==> src/rtl/partition_feature_id_defines.vh <==
`ifndef PARTITION_FEATURE_ID_DEFINES_VH
`define PARTITION_FEATURE_ID_DEFINES_VH

// ==========================================
// Register offsets within a feature page
`define CUSTOM_FEATURE_ID_OFFSET    12'h028
`define BANDWIDTH_FEATURE_ID_OFFSET 12'h040
`define PAGE_ADDR_WIDTH             12

// ==========================================
// Page selector codes
`define PAGE_SECURE     2'h0
`define PAGE_NONSECURE  2'h1
`define PAGE_ROOT       2'h2
`define PAGE_REALM      2'h3

// ==========================================
// Bandwidth register field positions
`define BW_PBM_WD_LSB      16
`define BW_PBM_WD_MSB      28
`define BW_WINDOW_WRITABLE_BIT      14
`define BW_PROP_BIT        13
`define BW_PBM_BIT         12
`define BW_MAX_BIT         11
`define BW_MIN_BIT         10
`define BW_ALLOC_WD_MSB    5
`define BW_RESERVED_MASK   32'hE000_83C0

// ==========================================
// Read data when absent
`define ID_READS_ZERO      32'h0000_0000

`endif

==> src/rtl/instance_select.v <==
`timescale 1ns/100ps
`default_nettype none
`include "partition_feature_id_defines.vh"

// ==========================================
// Picks one resource instance out of a flattened table
module instance_select #(
	parameter NUM_INST  = 4,
	parameter SEL_WIDTH = 2
) (
	input  wire [NUM_INST*32-1:0] table_flat,
	input  wire [SEL_WIDTH-1:0]   sel,
	input  wire                   ris_enable,
	output reg  [31:0]            word
);

	integer i;

	always @* begin
		word = table_flat[31:0];
		// Out-of-range selections fall back to instance 0
		if (ris_enable) begin
			for (i = 0; i < NUM_INST; i = i + 1) begin
				if (sel == i[SEL_WIDTH-1:0])
					word = table_flat[i*32 +: 32];
			end
		end
	end

endmodule
`default_nettype wire

==> src/rtl/bandwidth_word_build.v <==
`timescale 1ns/100ps
`default_nettype none
`include "partition_feature_id_defines.vh"

// ==========================================
// Packs bandwidth capability fields, forcing reserved bits low
module bandwidth_word_build (
	input  wire [12:0] portion_bitmap_width,
	input  wire        window_writable,
	input  wire        stride_ctl_present,
	input  wire        portion_ctl_present,
	input  wire        ceiling_present,
	input  wire        floor_present,
	input  wire [5:0]  allocation_field_width,
	output wire [31:0] word
);

	wire [31:0] raw;

	assign raw = {3'h0,
		portion_bitmap_width,
		1'b0,
		window_writable,
		stride_ctl_present,
		portion_ctl_present,
		ceiling_present,
		floor_present,
		4'h0,
		allocation_field_width};
	assign word = raw & ~`BW_RESERVED_MASK;

endmodule
`default_nettype wire

==> src/rtl/partition_feature_id_regs.v <==
`timescale 1ns/100ps
`default_nettype none
`include "partition_feature_id_defines.vh"

module partition_feature_id_regs #(
	parameter NUM_INST  = 4,
	parameter SEL_WIDTH = 2,
	// Per page (4) and per instance tables; page p instance i is entry p*NUM_INST+i, in CUSTOM_TABLE at [(p*NUM_INST+i)*32 +: 32]
	parameter [4*NUM_INST*32-1:0] CUSTOM_TABLE = {4*NUM_INST{32'h0000_0000}},
	parameter [4*NUM_INST*13-1:0] PBM_WD_TABLE = {4*NUM_INST{13'h0020}},
	parameter [4*NUM_INST-1:0]    WINDOW_WRITABLE_TABLE = {4*NUM_INST{1'b0}},
	parameter [4*NUM_INST-1:0]    PROP_TABLE   = {4*NUM_INST{1'b1}},
	parameter [4*NUM_INST-1:0]    PBM_TABLE    = {4*NUM_INST{1'b1}},
	parameter [4*NUM_INST-1:0]    MAX_TABLE    = {4*NUM_INST{1'b1}},
	parameter [4*NUM_INST-1:0]    MIN_TABLE    = {4*NUM_INST{1'b1}},
	parameter [4*NUM_INST*6-1:0]  ALLOCATION_FIELD_WIDTH_TABLE = {4*NUM_INST{6'h10}}
) (
	input  wire                        clk_sys,
	input  wire                        rst_n,
	input  wire                        partitioning_feature,
	input  wire                        realm_management_feature,
	input  wire                        custom_id_present,
	input  wire                        bandwidth_part_present,
	input  wire                        instance_select_supported,
	input  wire [SEL_WIDTH-1:0]        selected_resource_instance,
	input  wire                        req_valid,
	input  wire                        req_write,
	input  wire [1:0]                  req_page,
	input  wire [`PAGE_ADDR_WIDTH-1:0] req_addr,
	input  wire [31:0]                 req_wdata,
	output wire                        req_ready,
	output reg                         rsp_valid,
	output reg  [31:0]                 rsp_rdata
);

	// ==========================================
	// Per page decode of constant tables
	wire [4*32-1:0] custom_page_word;
	wire [4*32-1:0] bw_page_word;

	genvar p, k;
	generate
		for (p = 0; p < 4; p = p + 1) begin : g_page
			wire [NUM_INST*32-1:0] bw_flat;
			for (k = 0; k < NUM_INST; k = k + 1) begin : g_inst
				bandwidth_word_build u_build (
					.portion_bitmap_width   (PBM_WD_TABLE[(p*NUM_INST+k)*13 +: 13]),
					.window_writable        (WINDOW_WRITABLE_TABLE[p*NUM_INST+k]),
					.stride_ctl_present     (PROP_TABLE[p*NUM_INST+k]),
					.portion_ctl_present    (PBM_TABLE[p*NUM_INST+k]),
					.ceiling_present        (MAX_TABLE[p*NUM_INST+k]),
					.floor_present          (MIN_TABLE[p*NUM_INST+k]),
					.allocation_field_width (ALLOCATION_FIELD_WIDTH_TABLE[(p*NUM_INST+k)*6 +: 6]),
					.word                   (bw_flat[k*32 +: 32])
				);
			end
			// Separate copy for every page
			instance_select #(.NUM_INST(NUM_INST), .SEL_WIDTH(SEL_WIDTH)) u_custom_sel (
				.table_flat (CUSTOM_TABLE[p*NUM_INST*32 +: NUM_INST*32]),
				.sel        (selected_resource_instance),
				.ris_enable (instance_select_supported),
				.word       (custom_page_word[p*32 +: 32])
			);
			instance_select #(.NUM_INST(NUM_INST), .SEL_WIDTH(SEL_WIDTH)) u_bw_sel (
				.table_flat (bw_flat),
				.sel        (selected_resource_instance),
				.ris_enable (instance_select_supported),
				.word       (bw_page_word[p*32 +: 32])
			);
		end
	endgenerate

	// ==========================================
	// Read mux; writes are accepted and dropped
	reg  [31:0] read_word;
	wire        page_open;
	wire        unused_wdata;

	// Root and Realm pages only exist with realm management
	assign page_open = (req_page == `PAGE_SECURE) || (req_page == `PAGE_NONSECURE) ||
		realm_management_feature;
	assign unused_wdata = ^req_wdata;
	assign req_ready = 1'b1;

	always @* begin
		read_word = `ID_READS_ZERO;
		case (req_addr)
			`CUSTOM_FEATURE_ID_OFFSET: begin
				if (partitioning_feature && custom_id_present)
					read_word = custom_page_word[req_page*32 +: 32];
			end
			`BANDWIDTH_FEATURE_ID_OFFSET: begin
				if (partitioning_feature && bandwidth_part_present)
					read_word = bw_page_word[req_page*32 +: 32];
			end
			default: read_word = `ID_READS_ZERO;
		endcase
		if (!page_open)
			read_word = `ID_READS_ZERO;
	end

	// ==========================================
	// Answer one cycle after the request; no state beyond it
	always @(posedge clk_sys) begin
		if (!rst_n) begin
			rsp_valid <= 1'b0;
			rsp_rdata <= `ID_READS_ZERO;
		end else begin
			rsp_valid <= req_valid;
			if (req_valid && !req_write)
				rsp_rdata <= read_word;
			else if (req_valid)
				rsp_rdata <= `ID_READS_ZERO;
		end
	end

endmodule
`default_nettype wire

==> config.mk <==
export PLATFORM = sky130hd
export DESIGN_NAME = partition_feature_id_regs
export DESIGN_NICKNAME = d
export VERILOG_FILES = /design/src/rtl/instance_select.v /design/src/rtl/bandwidth_word_build.v /design/src/rtl/partition_feature_id_regs.v
export VERILOG_INCLUDE_DIRS = /design/src /design/src/rtl
export SDC_FILE = /design/constraint.sdc
export NUM_CORES = 1
export LEC_CHECK = 0
export BUFFER_PORTS_ARGS = -buffer_cell sky130_fd_sc_hd__buf_2
export CORE_MARGIN = 5
export CORE_UTILIZATION = 20
export CTS_BUF_LIST = sky130_fd_sc_hd__clkbuf_8
export CTS_CLUSTER_DIAMETER = 30
export DETAILED_ROUTE_END_ITERATION = 6
export PLACE_DENSITY = 0.84
export RECOVER_POWER = 100
export SYNTH_ARGS = -nofsm -noshare
export SYNTH_HDL_FRONTEND = slang
export SYNTH_SLANG_ARGS = --single-unit
==> constraint.sdc <==
create_clock -name clk_sys -period 0.8 [get_ports clk_sys]
set_input_delay 0.04 -clock clk_sys [delete_from_list [all_inputs] [get_ports clk_sys]]
set_output_delay 0.04 -clock clk_sys [all_outputs]
set_load 0.1 [all_outputs]
# Word-level counts from Yosys, hierarchy flattened
# Cells that the tools add are included.
# word_totals
reg_bits	33
latch_bits	0
ram_bits	0
mem_bits_ro	0
input_bits	57
n_memories	0
# op_classes
addsub	0
multipliers	0
div_mod_pow	0
magnitude_cmp	0
eq_ne	3
shift	2
n_mux	6
bitwise_logic	0
n_reduce_logical	8
# ops
operator	count
$shiftx 128x8->32 const A	2
$mux 32	5
$pmux 32 s2	1
$eq 12x6->1 const B	1
$eq 12x7->1 const B	1
$logic_and 1x1->1	3
$eq 2x1->1 const B	1
$logic_not 2->1	1
$logic_or 1x1->1	2
$reduce_bool 2->1	1
$logic_not 1->1	1

# Depth between registers and ports, before layout
# depth
depth_word	5
ltp_mapped	3

# By module
# Synthesis repeated with hierarchy kept, for this count alone.
# unflattened
hier_cells	2254
hier_area_um2	17519.3
# modules_own_cells
module	n_inst	cells_each	area_per_inst_um2	seq_area_each_um2
instance_select	8	186	1310.0	0.0
bandwidth_word_build	16	33	244.0	0.0
partition_feature_id_regs	1	238	3135.5	660.6

# Worst setup path before layout
# OpenSTA, ideal clock, no wires.
# synth_timing
path_kind	flip-flop to output port
start	register, netlist name rsp_rdata[21]
end	output port rsp_rdata[10]
arrival_time_ps	1445
path_slack_ps	-685
path_stages_with_launch	2
path_buffers	1
path_cell_list	dfxtp_1 buf_4
# synth_lines
element	line	rtl
to (decl)	partition_feature_id_regs.v:33	output reg [31:0] rsp_rdata

==> metrics <==
outcome=finished, violations left; violations in the final reports=setup timing; ANT nets after route=0; highest clock rate=1.10 GHz; post-route DRC violation count=0; Vias=299; Final Hold Violating Endpoints=0; cell chain of the critical path=buf_12; clock insertion delay at the later pin of the skew report=220 ps; worst endpoint required time=760 ps; Arr. time, crit path=870 ps; number of buffers created by CTS=3; Fin Setup TNS=-673 ps; clock slew at reported path FFs=30 ps; worst-case clock skew=0 ps; type of the tightest min-delay check=in -> reg; buffers added on ports=26; minimum clock period=913 ps; routed length per placed instance=8.63 um; share of the synthesized area in the top cell type=0.658; number of max-cap violations=0; vias in the first global route=270; die span in y=52.7 um; initial antenna violation count=0; die width=52.7 um; first-pass GRT wire length=952 um; # setup viols final=6; Post-DP HPWL=751 um; combined area of the multi-input logic cells=179 um^2; area of the core region=0.00173 mm^2; proportion of layout cells with a drive suffix above 1=0.478; ranking of synthesized cells by area=sky130_fd_sc_hd__buf_4, sky130_fd_sc_hd__dfxtp_1, sky130_fd_sc_hd__nor4b_2; Setup CP Type=reg -> out; setup repair after global routing missed its margin=yes; total congestion overflow after global routing=0; most common cell after layout, fill and taps aside=sky130_fd_sc_hd__conb_1; maximum number of pins on one net before global-route repair=8; area used by sequential logic in the layout=45.0 um^2; static leakage=0.277 nW; mean instance size in the synthesized netlist=7.94 um^2; total standard cell area after synthesis=365 um^2; Buf+Inv Stages, Crit Path=1; clk buf depth=2; final worst slack=-113 ps; root cell of the clock tree=sky130_fd_sc_hd__clkbuf_8; I/O pin cnt=91; #FFs+latches synth=2; number of sinks driven by the clock tree=2; CTS tree=done; highest-count cells in the layout ignoring fill and taps=sky130_fd_sc_hd__conb_1, sky130_fd_sc_hd__buf_2, sky130_fd_sc_hd__buf_12, sky130_fd_sc_hd__clkbuf_8, sky130_fd_sc_hd__nand3_1; initial core utilization=0.212; total length of routed wires=811 um; Power per Cell Area=2180 mW/mm^2; sequential cell area fraction in the yosys report=0.110; number of DRC markers in iteration 0=1; CP endpoint kind=output pin; post-layout util=0.307; startpoint type of the worst setup path=flop; fill cell count=201; post-synthesis cell count=46; number of unique standard cell types used by synthesis=12; area leader, netlist=sky130_fd_sc_hd__buf_4; number of resized instances in the post-cts repair step=0; critical-path cell with the highest stage delay=sky130_fd_sc_hd__dfxtp_4; Final Max Tran Viols=0; total routing usage reported by global routing=0.0538; post-route fraction of the period consumed by the critical path=1.14; Top delay family on crit path=flip-flops; antenna diode count=0; total number of H-tree levels=1; maximum net fanout on the critical path=7; area grow syn2layout=45.2%; placer congestion estimate=0.551; full die area=0.00278 mm^2; Core Rows=15; CP peak stage delay=450 ps; Final #Nets=127; Via-to-Cell Ratio=3.18; worst supply voltage drop on vdd=0.866 mV; synthesis warning total=0; count of TritonRoute iterations in the first routing pass=2
==> final timing paths <==
| kind | startpoint | to | slack, ps | cells after the start |
|---|---|---|---|---|
| hold reg to reg | rsp_rdata[21] | rsp_rdata[21] | 610 | 2 |
| setup reg to reg | rsp_rdata[21] | rsp_rdata[21] | 100 | 2 |
| setup / recovery | rsp_rdata[21] | rsp_rdata[13] | -110 | 1 |
| hold / removal | rst_n | rsp_rdata[21] | 80 | 3 |
==> state kept, by name, indices dropped and copies added (netlist names) <==
register / flops
rsp_rdata: 1
rsp_valid: 1
==> layer usage <==
layer,wire [um],global-route usage
met5,0,0
met3,213,0.0484
met2,337,0.0826
met1,237,0.0334
met4,23,0.0638
==> kinds of logic after synthesis <==
| group | synth area share |
|---|---|
| AO/OA/AOI/OAI | 0.0137 |
| buffers and inverters | 0.658 |
| flip-flops | 0.110 |
| other | 0.0206 |
| AND/OR/NAND/NOR | 0.199 |
==> worst min-delay path: stages <==
cell	delay, ps
sky130_fd_sc_hd__buf_2	90
sky130_fd_sc_hd__nand3b_1	70
sky130_fd_sc_hd__o21ai_0	60
==> per-stage QoR <==
stage / worst slack (ps) / cells / instance area (um^2) / power (mW) / hold WS (ps)
2_1_floorplan: -131 / 71 / 464 / 0.785 / 182
3_3_place_gp: 32.3 / 90 / 490 / 0.740 / 287
3_5_place_dp: 53.9 / 90 / 490 / 0.743 / 296
4_1_cts: -127 / 94 / 536 / 1.17 / 80.3
5_1_grt: -143 / 94 / 531 / 1.20 / 111
6_report: -113 / 94 / 531 / 1.16 / 78.3
==> power by group <==
group	internal, mW	switching, mW	total [mW]
sequential	0.100	0.00153	0.102
clock	0.325	0.0905	0.416
combinational	0.0483	0.591	0.639
total	0.474	0.683	1.16
==> Yosys cell counts <==
master and number:
sky130_fd_sc_hd__nor4bb_1 1, sky130_fd_sc_hd__nor4b_2 1, sky130_fd_sc_hd__conb_1 2, sky130_fd_sc_hd__nor3_1 1
sky130_fd_sc_hd__and2_1 1, sky130_fd_sc_hd__buf_4 32, sky130_fd_sc_hd__nand2b_1 1, sky130_fd_sc_hd__o21ai_1 1
sky130_fd_sc_hd__dfxtp_1 2, sky130_fd_sc_hd__nand3b_1 1, sky130_fd_sc_hd__nor4_2 1, sky130_fd_sc_hd__nand3_1 2
==> cell type report <==
class | instances | share of cell area
clock buffer | 3 | 0.0778
clock inverter | 1 | 0.00708
multi-input combinational | 37 | 0.337
sequential | 2 | 0.0849
tap | 25 | 0.0590
timing repair buffer | 26 | 0.434
==> what timing repair did <==
| action | CTS | global route |
|---|---|---|
| pin swaps | 0 | 0 |
| hold buffers | 0 | 0 |
| endpoints found under the setup margin | 6 | 6 |
| setup buffers | 0 | 0 |
(Power assumes the default switching activity.)
